**config.mk**
```make
export PLATFORM = sky130hd
export DESIGN_NAME = onoff_control_heater_alarm
export DESIGN_NICKNAME = d
export VERILOG_FILES = /design/src/design/onoff_pkg.sv /design/src/design/onoff_control_heater_alarm.sv /design/src/design/onoff_channel.sv
export SDC_FILE = /design/constraint.sdc
export NUM_CORES = 1
export LEC_CHECK = 0
export BUFFER_PORTS_ARGS = -buffer_cell sky130_fd_sc_hd__clkbuf_2
export CAP_MARGIN = 25
export CORE_MARGIN = 2
export CORE_UTILIZATION = 45
export DETAILED_ROUTE_END_ITERATION = 8
export GPL_TIMING_DRIVEN = 1
export PLACE_DENSITY = 0.76
export REMOVE_ABC_BUFFERS = 1
export SLEW_MARGIN = 20
export SYNTH_ARGS = -nofsm -noshare
export SYNTH_HDL_FRONTEND = slang
export SYNTH_SLANG_ARGS = --single-unit
```
**constraint.sdc**
```tcl
create_clock -name clock -period 5.25 [get_ports clock]
set_input_delay 0.7875 -clock clock [delete_from_list [all_inputs] [get_ports clock]]
set_output_delay 0.7875 -clock clock [all_outputs]
set_load 0.01 [all_outputs]
```
**src/design/onoff_pkg.sv**
```systemverilog
// Purpose: Shared constants of the ON/OFF regulator and heater alarms
// Assumes: 40 MHz clock; temperatures and currents in tenths of a unit
// Notes: Register offsets are byte addresses on a 32-bit APB slave
`default_nettype none
package onoff_pkg;
    // Register map
    localparam logic [7:0] ADDR_CTRL = 8'h00;
    localparam logic [7:0] ADDR_SETPOINT = 8'h04;
    localparam logic [7:0] ADDR_HEAT_HYST = 8'h08;
    localparam logic [7:0] ADDR_COOL_HYST = 8'h0C;
    localparam logic [7:0] ADDR_DEAD_BAND = 8'h10;
    localparam logic [7:0] ADDR_BURN_THR = 8'h14;
    localparam logic [7:0] ADDR_SHORT_THR = 8'h18;
    localparam logic [7:0] ADDR_STATUS = 8'h1C;
    localparam logic [7:0] ADDR_HEATER_MON = 8'h20;
    localparam logic [7:0] ADDR_LEAK_MON = 8'h24;
    localparam logic [7:0] ADDR_INT_STAT = 8'h28;
    localparam logic [7:0] ADDR_INT_MASK = 8'h2C;
    // CTRL fields
    localparam int CTRL_METHOD_BIT = 0;
    localparam int CTRL_DIRECT_BIT = 1;
    localparam int CTRL_HEATCOOL_BIT = 2;
    localparam int CTRL_FASTPERIOD_BIT = 3;
    localparam logic [3:0] CTRL_RESET = 4'h0;
    // STATUS fields
    localparam int STAT_HEAT_BIT = 0;
    localparam int STAT_COOL_BIT = 1;
    localparam int STAT_BURN_BIT = 2;
    localparam int STAT_SHORT_BIT = 3;
    // Interrupt fields
    localparam int INT_BURN_BIT = 0;
    localparam int INT_SHORT_BIT = 1;
    localparam int INT_W = 2;
    // Reset values, tenths of a unit
    localparam logic [15:0] HEAT_HYST_RESET = 16'h000A;
    localparam logic [15:0] COOL_HYST_RESET = 16'h000A;
    localparam logic [15:0] SETPOINT_RESET = 16'h0000;
    localparam logic [15:0] DEAD_BAND_RESET = 16'h0000;
    localparam logic [15:0] BURN_THR_RESET = 16'h0000;
    localparam logic [15:0] SHORT_THR_RESET = 16'h01F4;
    // Threshold codes, tenths of an ampere
    localparam logic [15:0] THR_FORCE_LOW = 16'h0000;
    localparam logic [15:0] THR_FORCE_HIGH = 16'h01F4;
    localparam logic [15:0] CURRENT_LIMIT = 16'h0226;
    localparam logic [15:0] MONITOR_OVERFLOW = 16'hFFFF;
    // Timing
    localparam int CLOCK_KHZ = 40_000;
    localparam int SAMPLE_PERIOD_MS = 1;
    localparam int SHORT_SKIP_MS = 100;
    localparam int SHORT_SKIP_FAST_MS = 35;
    localparam int SAMPLE_CYCLES = SAMPLE_PERIOD_MS * CLOCK_KHZ;
    localparam int SKIP_CYCLES = SHORT_SKIP_MS * CLOCK_KHZ;
    localparam int SKIP_FAST_CYCLES = SHORT_SKIP_FAST_MS * CLOCK_KHZ;
    typedef enum logic {METHOD_PID, METHOD_ONOFF} method_t;
endpackage
`default_nettype wire

```
**src/design/onoff_control_heater_alarm.sv**
```systemverilog
// Purpose: ON/OFF regulation with heater burnout and short alarms
// Assumes: Process value and CT currents synchronous, tenths of a unit
// Notes: PID regulation lives elsewhere; heatOut and coolOut stay off in PID mode
`default_nettype none
module onoff_control_heater_alarm
    import onoff_pkg::*;
#(
    parameter int SAMPLE_CNT = onoff_pkg::SAMPLE_CYCLES,
    parameter int SKIP_CNT = onoff_pkg::SKIP_CYCLES,
    parameter int SKIP_FAST_CNT = onoff_pkg::SKIP_FAST_CYCLES
) (
    input wire logic clock,
    input wire logic reset_n,
    input wire logic psel,
    input wire logic penable,
    input wire logic pwrite,
    input wire logic [7:0] paddr,
    input wire logic [31:0] pwdata,
    output logic [31:0] prdata,
    output logic pready,
    output logic pslverr,
    input wire logic signed [15:0] processValue,
    input wire logic [15:0] heaterCurrent,
    input wire logic [15:0] leakageCurrent,
    output logic heatOut,
    output logic coolOut,
    output logic burnoutAlarm,
    output logic shortAlarm,
    output logic irq
);
    import onoff_pkg::*;

    localparam int SAMPLE_W = $clog2(SAMPLE_CNT + 1);
    localparam int OFF_W = $clog2(SKIP_CNT + 2);
    localparam logic [SAMPLE_W-1:0] SAMPLE_LAST =
        SAMPLE_W'(SAMPLE_CNT - 1);
    localparam logic [OFF_W-1:0] OFF_MAX = OFF_W'(SKIP_CNT + 1);
    localparam logic [OFF_W-1:0] SKIP_LIM = OFF_W'(SKIP_CNT);
    localparam logic [OFF_W-1:0] SKIP_FAST_LIM = OFF_W'(SKIP_FAST_CNT);

    method_t controlMethodSelect_reg;
    logic actionDirectionSelect_reg;
    logic heatCool_reg;
    logic fastPeriod_reg;
    logic signed [15:0] setPoint_reg;
    logic [15:0] heatingHysteresis_reg;
    logic [15:0] coolingHysteresis_reg;
    logic [15:0] heatCoolDeadBand_reg;
    logic [15:0] burnoutThresholdOne_reg;
    logic [15:0] shortThresholdOne_reg;
    logic [15:0] heaterCurrentMonitor_reg;
    logic [15:0] leakageCurrentMonitorOne_reg;
    logic [INT_W-1:0] intStat_reg;
    logic [INT_W-1:0] intStat_next;
    logic [INT_W-1:0] intMask_reg;
    logic [SAMPLE_W-1:0] sampleCnt_reg;
    logic tick_reg;
    logic [OFF_W-1:0] offCnt_reg;
    logic offLong;
    logic onOffMode;
    logic coolEnable;
    logic coolDirect;
    logic setupPhase;
    logic writeTaken;
    logic thrWriteOk;
    logic burnRise;
    logic shortRise;
    logic burnoutAlarm_next;
    logic shortAlarm_next;

    assign setupPhase = psel && !penable;
    assign writeTaken = psel && penable && pready && pwrite;
    // Out-of-range threshold writes are ignored, old value kept
    assign thrWriteOk = pwdata[15:0] <= THR_FORCE_HIGH;
    assign onOffMode = controlMethodSelect_reg == METHOD_ONOFF;
    assign coolEnable = onOffMode && heatCool_reg;
    assign coolDirect = !actionDirectionSelect_reg;

    ////////////////////////////////////////////////////////////////////
    // APB slave: no wait state, answer prepared in the setup cycle

    always_ff @(posedge clock) begin
        if (!reset_n) begin
            pready <= 1'b0;
            pslverr <= 1'b0;
        end else begin
            pready <= setupPhase;
            pslverr <= setupPhase && (paddr[1:0] != 2'b00 ||
                paddr > ADDR_INT_MASK);
        end
    end

    always_ff @(posedge clock) begin
        if (!reset_n) begin
            prdata <= 32'h0000_0000;
        end else if (setupPhase && !pwrite) begin
            case (paddr)
                ADDR_CTRL: prdata <= {28'h0000000, fastPeriod_reg,
                    heatCool_reg, actionDirectionSelect_reg,
                    onOffMode};
                ADDR_SETPOINT: prdata <= {16'h0000, setPoint_reg};
                ADDR_HEAT_HYST: prdata <= {16'h0000, heatingHysteresis_reg};
                ADDR_COOL_HYST: prdata <= {16'h0000, coolingHysteresis_reg};
                ADDR_DEAD_BAND: prdata <= {16'h0000, heatCoolDeadBand_reg};
                ADDR_BURN_THR: prdata <= {16'h0000, burnoutThresholdOne_reg};
                ADDR_SHORT_THR: prdata <= {16'h0000, shortThresholdOne_reg};
                ADDR_STATUS: prdata <= {28'h0000000, shortAlarm,
                    burnoutAlarm, coolOut, heatOut};
                ADDR_HEATER_MON:
                    prdata <= {16'h0000, heaterCurrentMonitor_reg};
                ADDR_LEAK_MON:
                    prdata <= {16'h0000, leakageCurrentMonitorOne_reg};
                ADDR_INT_STAT: prdata <= {30'h00000000, intStat_reg};
                ADDR_INT_MASK: prdata <= {30'h00000000, intMask_reg};
                default: prdata <= 32'h0000_0000;
            endcase
        end
    end

    ////////////////////////////////////////////////////////////////////
    // Configuration registers

    always_ff @(posedge clock) begin
        if (!reset_n) begin
            controlMethodSelect_reg <= METHOD_PID;
            actionDirectionSelect_reg <= CTRL_RESET[CTRL_DIRECT_BIT];
            heatCool_reg <= CTRL_RESET[CTRL_HEATCOOL_BIT];
            fastPeriod_reg <= CTRL_RESET[CTRL_FASTPERIOD_BIT];
            setPoint_reg <= SETPOINT_RESET;
            heatingHysteresis_reg <= HEAT_HYST_RESET;
            coolingHysteresis_reg <= COOL_HYST_RESET;
            heatCoolDeadBand_reg <= DEAD_BAND_RESET;
            intMask_reg <= '0;
        end else if (writeTaken) begin
            case (paddr)
                ADDR_CTRL: begin
                    controlMethodSelect_reg <= pwdata[CTRL_METHOD_BIT] ?
                        METHOD_ONOFF : METHOD_PID;
                    actionDirectionSelect_reg <= pwdata[CTRL_DIRECT_BIT];
                    heatCool_reg <= pwdata[CTRL_HEATCOOL_BIT];
                    fastPeriod_reg <= pwdata[CTRL_FASTPERIOD_BIT];
                end
                ADDR_SETPOINT: setPoint_reg <= pwdata[15:0];
                ADDR_HEAT_HYST: heatingHysteresis_reg <= pwdata[15:0];
                ADDR_COOL_HYST: coolingHysteresis_reg <= pwdata[15:0];
                ADDR_DEAD_BAND: heatCoolDeadBand_reg <= pwdata[15:0];
                ADDR_INT_MASK: intMask_reg <= pwdata[INT_W-1:0];
                default: ;
            endcase
        end
    end

    always_ff @(posedge clock) begin
        if (!reset_n) begin
            burnoutThresholdOne_reg <= BURN_THR_RESET;
            shortThresholdOne_reg <= SHORT_THR_RESET;
        end else if (writeTaken && thrWriteOk) begin
            if (paddr == ADDR_BURN_THR) begin
                burnoutThresholdOne_reg <= pwdata[15:0];
            end
            if (paddr == ADDR_SHORT_THR) begin
                shortThresholdOne_reg <= pwdata[15:0];
            end
        end
    end

    ////////////////////////////////////////////////////////////////////
    // Sampling period and heating off-time

    always_ff @(posedge clock) begin
        if (!reset_n) begin
            sampleCnt_reg <= '0;
            tick_reg <= 1'b0;
        end else if (sampleCnt_reg == SAMPLE_LAST) begin
            sampleCnt_reg <= '0;
            tick_reg <= 1'b1;
        end else begin
            sampleCnt_reg <= sampleCnt_reg + SAMPLE_W'(1);
            tick_reg <= 1'b0;
        end
    end

    // Saturates just past the longer limit, so no wrap back to short
    always_ff @(posedge clock) begin
        if (!reset_n) begin
            offCnt_reg <= '0;
        end else if (heatOut) begin
            offCnt_reg <= '0;
        end else if (offCnt_reg != OFF_MAX) begin
            offCnt_reg <= offCnt_reg + OFF_W'(1);
        end
    end

    assign offLong = offCnt_reg >
        (fastPeriod_reg ? SKIP_FAST_LIM : SKIP_LIM);

    ////////////////////////////////////////////////////////////////////
    // Output channels

    onoff_channel #(.W(16)) heatChannel (
        .clock(clock),
        .reset_n(reset_n),
        .enable(onOffMode),
        .tick(tick_reg),
        .direct(actionDirectionSelect_reg),
        .pv(processValue),
        .sp(setPoint_reg),
        .offset(16'h0000),
        .hyst(heatingHysteresis_reg),
        .outOn(heatOut)
    );

    onoff_channel #(.W(16)) coolChannel (
        .clock(clock),
        .reset_n(reset_n),
        .enable(coolEnable),
        .tick(tick_reg),
        .direct(coolDirect),
        .pv(processValue),
        .sp(setPoint_reg),
        .offset(heatCoolDeadBand_reg),
        .hyst(coolingHysteresis_reg),
        .outOn(coolOut)
    );

    ////////////////////////////////////////////////////////////////////
    // Heater alarms and current monitors

    always_comb begin
        burnoutAlarm_next = burnoutAlarm;
        if (burnoutThresholdOne_reg == THR_FORCE_LOW) begin
            burnoutAlarm_next = 1'b0;
        end else if (burnoutThresholdOne_reg == THR_FORCE_HIGH) begin
            burnoutAlarm_next = 1'b1;
        end else if (heatOut) begin
            burnoutAlarm_next =
                heaterCurrent < burnoutThresholdOne_reg;
        end
    end

    // Only the heating output gates the short check
    always_comb begin
        shortAlarm_next = shortAlarm;
        if (shortThresholdOne_reg == THR_FORCE_LOW) begin
            shortAlarm_next = 1'b1;
        end else if (shortThresholdOne_reg == THR_FORCE_HIGH) begin
            shortAlarm_next = 1'b0;
        end else if (!heatOut && offLong) begin
            shortAlarm_next =
                leakageCurrent > shortThresholdOne_reg;
        end
    end

    always_ff @(posedge clock) begin
        if (!reset_n) begin
            burnoutAlarm <= 1'b0;
            shortAlarm <= 1'b0;
        end else if (tick_reg) begin
            burnoutAlarm <= burnoutAlarm_next;
            shortAlarm <= shortAlarm_next;
        end
    end

    always_ff @(posedge clock) begin
        if (!reset_n) begin
            heaterCurrentMonitor_reg <= '0;
            leakageCurrentMonitorOne_reg <= '0;
        end else if (tick_reg) begin
            heaterCurrentMonitor_reg <= heaterCurrent > CURRENT_LIMIT ?
                MONITOR_OVERFLOW : heaterCurrent;
            leakageCurrentMonitorOne_reg <=
                leakageCurrent > CURRENT_LIMIT ?
                MONITOR_OVERFLOW : leakageCurrent;
        end
    end

    ////////////////////////////////////////////////////////////////////
    // Interrupts: sticky on alarm rise, write one to clear

    assign burnRise = tick_reg && burnoutAlarm_next && !burnoutAlarm;
    assign shortRise = tick_reg && shortAlarm_next && !shortAlarm;

    // A rise in the clearing cycle survives the clear
    always_comb begin
        intStat_next = intStat_reg;
        if (writeTaken && paddr == ADDR_INT_STAT) begin
            intStat_next = intStat_reg & ~pwdata[INT_W-1:0];
        end
        if (burnRise) begin
            intStat_next[INT_BURN_BIT] = 1'b1;
        end
        if (shortRise) begin
            intStat_next[INT_SHORT_BIT] = 1'b1;
        end
    end

    always_ff @(posedge clock) begin
        if (!reset_n) begin
            intStat_reg <= '0;
            irq <= 1'b0;
        end else begin
            intStat_reg <= intStat_next;
            irq <= |(intStat_reg & intMask_reg);
        end
    end

    ////////////////////////////////////////////////////////////////////
    // Checks

    a_burn_low_thr: assert property (@(posedge clock)
        disable iff (!reset_n)
        tick_reg && burnoutThresholdOne_reg == THR_FORCE_LOW
        |=> !burnoutAlarm)
        else $error("burnout alarm not held off at zero threshold");
    a_short_low_thr: assert property (@(posedge clock)
        disable iff (!reset_n)
        tick_reg && shortThresholdOne_reg == THR_FORCE_LOW |=> shortAlarm)
        else $error("short alarm not held on at zero threshold");
    a_full_thr: assert property (@(posedge clock)
        disable iff (!reset_n)
        tick_reg && burnoutThresholdOne_reg == THR_FORCE_HIGH &&
        shortThresholdOne_reg == THR_FORCE_HIGH
        |=> burnoutAlarm && !shortAlarm)
        else $error("full threshold alarms wrong");
    a_thr_range: assert property (@(posedge clock)
        disable iff (!reset_n)
        writeTaken && paddr == ADDR_BURN_THR && pwdata[15:0] > THR_FORCE_HIGH
        |=> $stable(burnoutThresholdOne_reg))
        else $error("out of range threshold accepted");
    a_mon_overflow: assert property (@(posedge clock)
        disable iff (!reset_n)
        tick_reg && leakageCurrent > CURRENT_LIMIT
        |=> leakageCurrentMonitorOne_reg == MONITOR_OVERFLOW)
        else $error("leakage monitor missed overflow code");
    a_short_skip: assert property (@(posedge clock)
        disable iff (!reset_n)
        !offLong && shortThresholdOne_reg != THR_FORCE_LOW &&
        shortThresholdOne_reg != THR_FORCE_HIGH |=> $stable(shortAlarm))
        else $error("short alarm moved inside skip interval");
    a_short_detect: assert property (@(posedge clock)
        disable iff (!reset_n)
        tick_reg && !heatOut && offLong &&
        shortThresholdOne_reg != THR_FORCE_LOW &&
        shortThresholdOne_reg != THR_FORCE_HIGH &&
        leakageCurrent > shortThresholdOne_reg |=> shortAlarm)
        else $error("short alarm missed leakage above threshold");
    a_short_clear: assert property (@(posedge clock)
        disable iff (!reset_n)
        tick_reg && !heatOut && offLong &&
        shortThresholdOne_reg != THR_FORCE_LOW &&
        shortThresholdOne_reg != THR_FORCE_HIGH &&
        leakageCurrent <= shortThresholdOne_reg |=> !shortAlarm)
        else $error("short alarm kept with leakage below threshold");
    a_burn_detect: assert property (@(posedge clock)
        disable iff (!reset_n)
        tick_reg && heatOut && burnoutThresholdOne_reg != THR_FORCE_LOW &&
        burnoutThresholdOne_reg != THR_FORCE_HIGH &&
        heaterCurrent < burnoutThresholdOne_reg |=> burnoutAlarm)
        else $error("burnout alarm missed low heater current");
    a_burn_clear: assert property (@(posedge clock)
        disable iff (!reset_n)
        tick_reg && heatOut && burnoutThresholdOne_reg != THR_FORCE_LOW &&
        burnoutThresholdOne_reg != THR_FORCE_HIGH &&
        heaterCurrent >= burnoutThresholdOne_reg |=> !burnoutAlarm)
        else $error("burnout alarm kept with normal heater current");
    a_pid_quiet: assert property (@(posedge clock)
        disable iff (!reset_n)
        !onOffMode |=> !heatOut && !coolOut)
        else $error("output driven while PID selected");
    a_tick_spacing: assert property (@(posedge clock)
        disable iff (!reset_n)
        tick_reg |=> !tick_reg)
        else $error("sampling tick on consecutive cycles");
    a_hyst_reset: assert property (@(posedge clock)
        !reset_n |=> heatingHysteresis_reg == HEAT_HYST_RESET)
        else $error("heating hysteresis reset value wrong");

    c_heat_on: cover property (@(posedge clock) disable iff (!reset_n)
        $rose(heatOut));
    c_short_alarm: cover property (@(posedge clock) disable iff (!reset_n)
        $rose(shortAlarm));
    c_burn_alarm: cover property (@(posedge clock) disable iff (!reset_n)
        $rose(burnoutAlarm));
    c_irq: cover property (@(posedge clock) disable iff (!reset_n)
        $rose(irq));
endmodule
`default_nettype wire

```
**src/design/onoff_channel.sv**
```systemverilog
// Purpose: One ON/OFF output with hysteresis around a set point
// Assumes: Evaluation only on the sampling tick
// Notes: Reverse sense heats, direct sense cools
`default_nettype none
module onoff_channel #(
    parameter int W = 16
) (
    input wire logic clock,
    input wire logic reset_n,
    input wire logic enable,
    input wire logic tick,
    input wire logic direct,
    input wire logic signed [W-1:0] pv,
    input wire logic signed [W-1:0] sp,
    input wire logic [W-1:0] offset,
    input wire logic [W-1:0] hyst,
    output logic outOn
);
    logic signed [W+1:0] p;
    logic signed [W+1:0] s;
    logic signed [W+1:0] h;

    // Dead band moves the switching point away from the set point
    assign p = (W+2)'(pv);
    assign s = direct ? (W+2)'(sp) + (W+2)'(offset)
                      : (W+2)'(sp) - (W+2)'(offset);
    assign h = (W+2)'(hyst);

    always_ff @(posedge clock) begin
        if (!reset_n) begin
            outOn <= 1'b0;
        end else if (!enable) begin
            outOn <= 1'b0;
        end else if (tick) begin
            if (direct) begin
                if (p <= s) begin
                    outOn <= 1'b0;
                end else if (p > s + h) begin
                    outOn <= 1'b1;
                end
            end else begin
                if (p >= s) begin
                    outOn <= 1'b0;
                end else if (p < s - h) begin
                    outOn <= 1'b1;
                end
            end
        end
    end

    a_off_at_sp: assert property (@(posedge clock) disable iff (!reset_n)
        enable && tick && !direct && p >= s |=> !outOn)
        else $error("output still on at set point");
    a_on_below_band: assert property (@(posedge clock)
        disable iff (!reset_n)
        enable && tick && !direct && !outOn && p >= s - h |=> !outOn)
        else $error("output turned on inside hysteresis band");
    a_direct_sense: assert property (@(posedge clock)
        disable iff (!reset_n)
        enable && tick && direct && p > s + h |=> outOn)
        else $error("direct sense did not switch on above band");
endmodule
`default_nettype wire

```
==> run summary, run 1 <==
outcome: completed
combined area of all synthesized cells: 15700 sq um
Final Slew Violations: 0
slew at the pin closest to its max-slew limit: 0.880 ns
maximum net fanout on the critical path: 4
portion of the post-synthesis area used by sequential elements: 0.252
utilization after layout: 0.528
Critical Path RT: 5.63 ns
type of destination of the critical path: flip-flop
Syn Area/Cell: 7.89 sq um
maxcap violations: 0
classification of the worst setup path: flip-flop to flip-flop
Worst-path clk slew: 0.09 ns
P_int: 2.46 mW
shortest period the worst path allows: 5.13 ns
power share of the combinational group: 0.086
Hold WC Path Type: flip-flop to flip-flop
CTS Buf Count: 17
Fmax: 195 MHz
setup repair after global routing missed its margin: true
largest net degree at the start of global routing: 77
Max clock buf depth: 2
drc violations: 0
H-tree depth: 4
placed instance area: 17200 sq um
final setup fails: 0
I/O pin count: 132
cell taking the most area after synthesis: sky130_fd_sc_hd__dfxtp_1
Slew headroom: 0.413
total wire length: 48.3 mm
Die Y-Extent: 191 um
global-route wire length before repair: 76.7 mm
power density over the cells: 179 nW/um^2
area grow syn2layout: 15.6%
met2 usage: 0.449
Final nets: 2469
cell with the most instances after synthesis: sky130_fd_sc_hd__ha_1
EDFF count, synth: 0
count of vias placed by the detailed router: 15400
worst setup slack after layout: 0.123 ns
crit path DAT: 5.51 ns
final hold violation count: 0
maximum VDD drop: 0.239 mV
Async S/R FF share, synth: 0
total congestion overflow: 0
setup skew after layout: 0.0193 ns
count of TritonRoute iterations in the first routing pass: 8
warning count from the yosys run: 0
LEAKAGE: 7.54 nW
Hold WS: 0.463 ns
Die Wd: 191 um
share of the clock period used by the worst path after layout: 0.977
fraction of met1 tracks used by global routing: 0.342
detailed placer's ending HPWL: 38.2 mm
number of instances in the synthesized netlist: 1995
met3 Usage GRT: 0.0279
IO buf count: 99
power consumption: 3.25 mW
most used flip-flop cell after synthesis: sky130_fd_sc_hd__dfxtp_1
layout cell share with drive strength beyond 1: 0.154
fraction of power consumed by sequential logic: 0.465
number of distinct standard cells referenced by the synthesized netlist: 76
Num Clock Sinks: 198
max FFs per register: 22
WL/cell: 18.5 um
overall track demand over capacity in global routing: 0.264
drt first-iter violations: 1179
# diodes: 0
core area: 34500 sq um
die area: 36500 sq um
CP startpoint kind: flip-flop
cell types occupying the most area after synthesis: sky130_fd_sc_hd__dfxtp_1 25%, sky130_fd_sc_hd__ha_1 18%, sky130_fd_sc_hd__a21oi_1 6.0%, sky130_fd_sc_hd__xnor2_1 4.7%, sky130_fd_sc_hd__nand2_1 4.2%
number of antenna violations at the first check in global routing: 0
starting utilization of the core area: 0.457
Net Sw Frac: 0.243
clock latency of the later-clocked register in the worst-skew pair: 0.46 ns
RePlAce Congestion: 0.967
via count of the first global-routing pass: 15000
root buffer selected by CTS: sky130_fd_sc_hd__clkbuf_16
Net Switching: 0.791 mW
TritonCTS clock tree: done
Synth Register Bits: 198
share of Yosys cell area claimed by the top area cell type: 0.252
Commonest cells post-synth: 230 x sky130_fd_sc_hd__ha_1, 198 x sky130_fd_sc_hd__dfxtp_1, 189 x sky130_fd_sc_hd__a21oi_1
Post-Place Setup Slack: -0.262 ns
std cell rows: 68
Clk pwr share: 0.449
busiest layer in global routing: met2
cell area after layout: 18200 sq um
detailed-route vias per instance: 5.92
antenna-violating nets left: 0
[cell type report]
cell class                 instances  area (sq um)
clock buffer                      17           425
timing repair buffer             206          1310
multi-input combinational       1557         11100
clock inverter                    15           226
fill                            3244         16300
tap                              455           569
sequential                       198          3970
inverter                         161           604
[what timing repair did]
action | 4_1_cts | 5_1_grt
hold buffers | 0 | 0
pin swaps | 20 | 44
setup buffers | 2 | 8
endpoints found under the setup margin | 1 | 1
gates resized for setup | 24 | 38
[cells by family after synthesis]
logic type,after synthesis,share of synthesized area
compound gates,520,0.222
xor+xnor,121,0.0678
fa+ha+maj,235,0.189
buf+inv,255,0.0646
flops,198,0.252
mux,5,0.00326
other cells,1,0.000238
simple gates,660,0.201
[layer usage]
| metal | vias up | wire length, um |
|---|---|---|
| met1 | 7287 | 20800 |
| met3 | 99 | 3290 |
| li1 | 7434 | - |
| met5 | - | 0 |
| met4 | 0 | 1610 |
| met2 | 618 | 22600 |
[worst max-delay path: stages, from the launching register on]
cell                       delay [ns]
sky130_fd_sc_hd__dfxtp_2         0.34
sky130_fd_sc_hd__inv_2           0.09
sky130_fd_sc_hd__ha_4            0.15
sky130_fd_sc_hd__nand2_2         0.05
sky130_fd_sc_hd__nor3_2          0.13
sky130_fd_sc_hd__buf_4           0.17
sky130_fd_sc_hd__a21oi_1         0.07
sky130_fd_sc_hd__xnor2_1         0.30
sky130_fd_sc_hd__ha_1            0.32
sky130_fd_sc_hd__and3_1          0.24
sky130_fd_sc_hd__o211a_1         0.14
sky130_fd_sc_hd__a211o_1         0.33
sky130_fd_sc_hd__a211o_1         0.31
sky130_fd_sc_hd__o31a_1          0.28
sky130_fd_sc_hd__xor2_2          0.15
sky130_fd_sc_hd__inv_1           0.06
sky130_fd_sc_hd__ha_1            0.29
sky130_fd_sc_hd__nand4_1         0.14
sky130_fd_sc_hd__or2_2           0.35
sky130_fd_sc_hd__nor2_1          0.20
sky130_fd_sc_hd__buf_4           0.14
sky130_fd_sc_hd__nand4_1         0.20
sky130_fd_sc_hd__nand2b_1        0.18
sky130_fd_sc_hd__nor2_1          0.06
sky130_fd_sc_hd__o211a_1         0.13
sky130_fd_sc_hd__nor4_1          0.23
[worst paths after layout]
| path | cells past startpoint | slack (ns) | startpoint | end |
|---|---|---|---|---|
| min | 1 | 0.46 | sampleCnt_reg[0] | sampleCnt_reg[0] |
| max reg2reg | 25 | 0.12 | heatCoolDeadBand_reg[1] | coolChannel.outOn |
| max | 25 | 0.12 | heatCoolDeadBand_reg[1] | coolChannel.outOn |
| min reg2reg | 1 | 0.46 | sampleCnt_reg[0] | sampleCnt_reg[0] |
[cell usage in the layout (no fill, tap or decap), types with 22 or more instances in the layout]
cell type                  synthesis  final
sky130_fd_sc_hd__xor2_1           36     35
sky130_fd_sc_hd__nor2b_1          26     25
sky130_fd_sc_hd__dfxtp_1         198    194
sky130_fd_sc_hd__a21o_1           39     39
sky130_fd_sc_hd__nand3_1         104    103
sky130_fd_sc_hd__o21ai_0          46     42
sky130_fd_sc_hd__clkbuf_2          0     99
sky130_fd_sc_hd__buf_4            16    103
sky130_fd_sc_hd__nor2_1          171    166
sky130_fd_sc_hd__nand2_1         176    175
sky130_fd_sc_hd__nand4_1          39     39
sky130_fd_sc_hd__nor3_1           39     34
sky130_fd_sc_hd__and3_1           25     25
sky130_fd_sc_hd__a21oi_1         189    183
sky130_fd_sc_hd__ha_1            230    222
sky130_fd_sc_hd__a22oi_1          45     45
sky130_fd_sc_hd__xnor2_1          84     80
sky130_fd_sc_hd__o221a_2          22     22
sky130_fd_sc_hd__inv_1           161    156
[power by group through the flow]
stage / registers, mW / clock network, mW / logic, mW
floorplan: 1.55 / 0 / 0.139
global placement: 1.55 / 0 / 0.261
detailed placement: 1.55 / 0 / 0.272
CTS: 1.51 / 1.47 / 0.274
global route: 1.51 / 1.52 / 0.311
finish: 1.51 / 1.46 / 0.280
[through the flow]
stage	setup TNS, ns	cells
3_5_place_dp	-0.262	2566
4_1_cts	0	2600
3_3_place_gp	-0.0673	2566
5_1_grt	-0.104	2609
2_1_floorplan	-0.0484	1916
6_report	0	2609
(Power assumes the default switching activity.)
==> inputs of run 2 (changes only) <==
- BUFFER_PORTS_ARGS: -buffer_cell sky130_fd_sc_hd__clkbuf_2 -> default
- CORE_MARGIN: 2 -> default
- DONT_BUFFER_PORTS: default -> 1
- PLACE_DENSITY: 0.76 -> 0.73
- RECOVER_POWER: default -> 50
==> run 2 against run 1 <==
Effect of this change: register-to-register slack lost 0.08 ns; design area shrank 2.4%; worst setup slack lost 0.075 ns; total power shrank 8.0%; highest routed layer unchanged; sequential share of layout area grew 0.52 points; sequential power is essentially flat; fmax shrank 1.5%; the flow now finishes with violations (max-capacitance violations, max-slew violations).
==> run summary, run 2 (synthesis gave the netlist of run 1 again) <==
outcome: complete, but fails checks (was completed)
violations in the final reports: max-capacitance violations, max-slew violations
CP startpoint kind: flip-flop (unchanged)
area used by sequential logic in the layout: 3970 sq um (about the same)
detailed placer's ending HPWL: 37.4 mm (was 38.2 mm)
Final nets: 2372 (was 2469)
setup repair after global routing missed its margin: true (unchanged)
drc violations: 0 (unchanged)
antenna-violating nets left: 0 (unchanged)
cell area after layout: 17800 sq um (was 18200 sq um)
Hold WC Path Type: input pin to flip-flop (was flip-flop to flip-flop)
layout cell share with drive strength beyond 1: 0.119 (was 0.154)
Worst-path clk slew: 0.08 ns (was 0.09 ns)
type of destination of the critical path: flip-flop (unchanged)
Die Y-Extent: 189 um (was 191 um)
crit path DAT: 5.53 ns (was 5.51 ns)
Post-CTS Hold Fix Bufs: 0 (unchanged)
setup skew after layout: 0.00807 ns (was 0.0193 ns)
maximum net fanout on the critical path: 4 (unchanged)
largest net degree at the start of global routing: 62 (was 77)
classification of the worst setup path: flip-flop to flip-flop (unchanged)
die area: 35700 sq um (was 36500 sq um)
Max clock buf depth: 2 (unchanged)
total congestion overflow: 0 (unchanged)
RePlAce Congestion: 0.961 (was 0.967)
slew at the pin closest to its max-slew limit: 2.19 ns (was 0.880 ns)
overall track demand over capacity in global routing: 0.265 (was 0.264)
Inst Count DP: 2471 (was 2566)
global-route wire length before repair: 75.8 mm (was 76.7 mm)
root buffer selected by CTS: sky130_fd_sc_hd__clkbuf_16 (unchanged)
area of the multi-input gates: 11200 sq um (was 11100 sq um)
Register-to-Register Path Depth: 26 (was 25)
WL/cell: 19.1 um (was 18.5 um)
setup_tns: 0 ns (unchanged)
CTS Buf Count: 17 (unchanged)
most common library cell in the layout ignoring fill and taps: sky130_fd_sc_hd__ha_1 (unchanged)
Num Clock Sinks: 198 (unchanged)
share of the clock period used by the worst path after layout: 0.991 (was 0.977)
Die Wd: 189 um (was 191 um)
I/O pin count: 132 (unchanged)
utilization after layout: 0.515 (was 0.528)
maxcap violations: 2 (was 0)
clock latency of the later-clocked register in the worst-skew pair: 0.45 ns (was 0.46 ns)
Cells on Worst Hold Path: 1 (unchanged)
core area: 34500 sq um (unchanged)
TritonCTS clock tree: done (unchanged)
fillcell total: 3299 (was 3244)
maximum VDD drop: 0.235 mV (was 0.239 mV)
power consumption: 2.99 mW (was 3.25 mW)
number of antenna violations at the first check in global routing: 0 (unchanged)
final hold violation count: 0 (unchanged)
Slew headroom: -0.462 (was 0.413)
power density over the cells: 168 nW/um^2 (was 179 nW/um^2)
LEAKAGE: 7.12 nW (was 7.54 nW)
shortest period the worst path allows: 5.20 ns (was 5.13 ns)
final setup fails: 0 (unchanged)
detailed-route vias per instance: 5.99 (was 5.92)
std cell rows: 68 (unchanged)
starting utilization of the core area: 0.457 (unchanged)
area grow syn2layout: 12.8% (was 15.6%)
count of TritonRoute iterations in the first routing pass: 5 (was 8)
total wire length: 48.1 mm (was 48.3 mm)
drt first-iter violations: 1141 (was 1179)
count of non-filler cells in the finished layout: 2513 (was 2609)
most frequent cells in the layout: 223 x sky130_fd_sc_hd__ha_1, 195 x sky130_fd_sc_hd__dfxtp_1, 178 x sky130_fd_sc_hd__a21oi_1 (was 222 x sky130_fd_sc_hd__ha_1, 194 x sky130_fd_sc_hd__dfxtp_1, 183 x sky130_fd_sc_hd__a21oi_1)
IO buf count: 0 (was 99)
via count of the first global-routing pass: 14700 (was 15000)
Fmax: 192 MHz (was 195 MHz)
Critical Path RT: 5.58 ns (was 5.63 ns)
max FFs per register: 22 (unchanged)
count of vias placed by the detailed router: 15100 (was 15400)
Final Slew Violations: 98 (was 0)
placed instance area: 16700 sq um (was 17200 sq um)
H-tree depth: 4 (unchanged)
run 2: layout make-up:
class,instances,share of cell area
Multi-Input combinational cell,1557,0.632
Sequential cell,198,0.223
Timing Repair Buffer,109,0.0461
Inverter,161,0.0342
Tap cell,455,0.0321
Clock buffer,18,0.0247
Clock inverter,14,0.00711
Antenna cell,1,0.000141
run 2: worst max-delay path, stage by stage (launching register included):
cell	delay (ns)
sky130_fd_sc_hd__dfxtp_2	0.37
sky130_fd_sc_hd__inv_2	0.07
sky130_fd_sc_hd__ha_4	0.25
sky130_fd_sc_hd__mux2i_4	0.19
sky130_fd_sc_hd__ha_1	0.26
sky130_fd_sc_hd__nor2b_1	0.14
sky130_fd_sc_hd__o31a_1	0.26
sky130_fd_sc_hd__buf_4	0.15
sky130_fd_sc_hd__o31ai_4	0.26
sky130_fd_sc_hd__inv_2	0.07
sky130_fd_sc_hd__a21o_1	0.16
sky130_fd_sc_hd__a21oi_2	0.18
sky130_fd_sc_hd__xnor2_2	0.16
sky130_fd_sc_hd__ha_4	0.25
sky130_fd_sc_hd__or3_4	0.40
sky130_fd_sc_hd__o211ai_1	0.31
sky130_fd_sc_hd__and4_1	0.26
sky130_fd_sc_hd__o31ai_2	0.07
sky130_fd_sc_hd__xnor2_1	0.15
sky130_fd_sc_hd__ha_1	0.32
sky130_fd_sc_hd__nand4_1	0.09
sky130_fd_sc_hd__nor2_2	0.15
sky130_fd_sc_hd__nand4_1	0.12
sky130_fd_sc_hd__o21ai_1	0.12
sky130_fd_sc_hd__a21oi_2	0.06
sky130_fd_sc_hd__nor4_2	0.19
sky130_fd_sc_hd__nor4_2	0.09
run 2: path summary, 6_finish.rpt:
| check | startpoint | end | slack [ns] |
|---|---|---|---|
| worst min register to register | sampleCnt_reg[0] | sampleCnt_reg[0] | 0.46 |
| worst min-delay path | penable | pready | 0.43 |
| worst max-delay path | heatCoolDeadBand_reg[0] | coolChannel.outOn | 0.05 |
| worst max register to register | heatCoolDeadBand_reg[0] | coolChannel.outOn | 0.05 |
run 2: repair_timing:
item / in CTS / in global routing
gates resized for setup: 32 / 52
pin swaps: 34 / 53
setup endpoints to repair: 1 / 1
buffers inserted: 3 / 7
run 2: stage by stage:
stage	hold WS (ns)	worst slack [ns]
floorplan	0.430	-0.0484
global placement	0.442	-0.116
detailed placement	0.449	-0.231
CTS	0.420	0.00181
global route	0.419	-0.196
finish	0.430	0.0478
run 2: routing by layer:
metal	GRT usage	up-vias	share of wire
met5	0	-	0
met4	0.122	0	0.041
met3	0.0552	115	0.078
met2	0.442	574	0.46
met1	0.327	7134	0.42
li1	-	7242	-
run 2: power by group:
| part | internal [mW] | leakage (nW) | switching [mW] |
|---|---|---|---|
| Combinational | 0.0854 | 5.26 | 0.113 |
| Clock | 0.670 | 0.266 | 0.607 |
| Sequential | 1.51 | 1.60 | 0.00656 |
| Total | 2.26 | 7.12 | 0.727 |
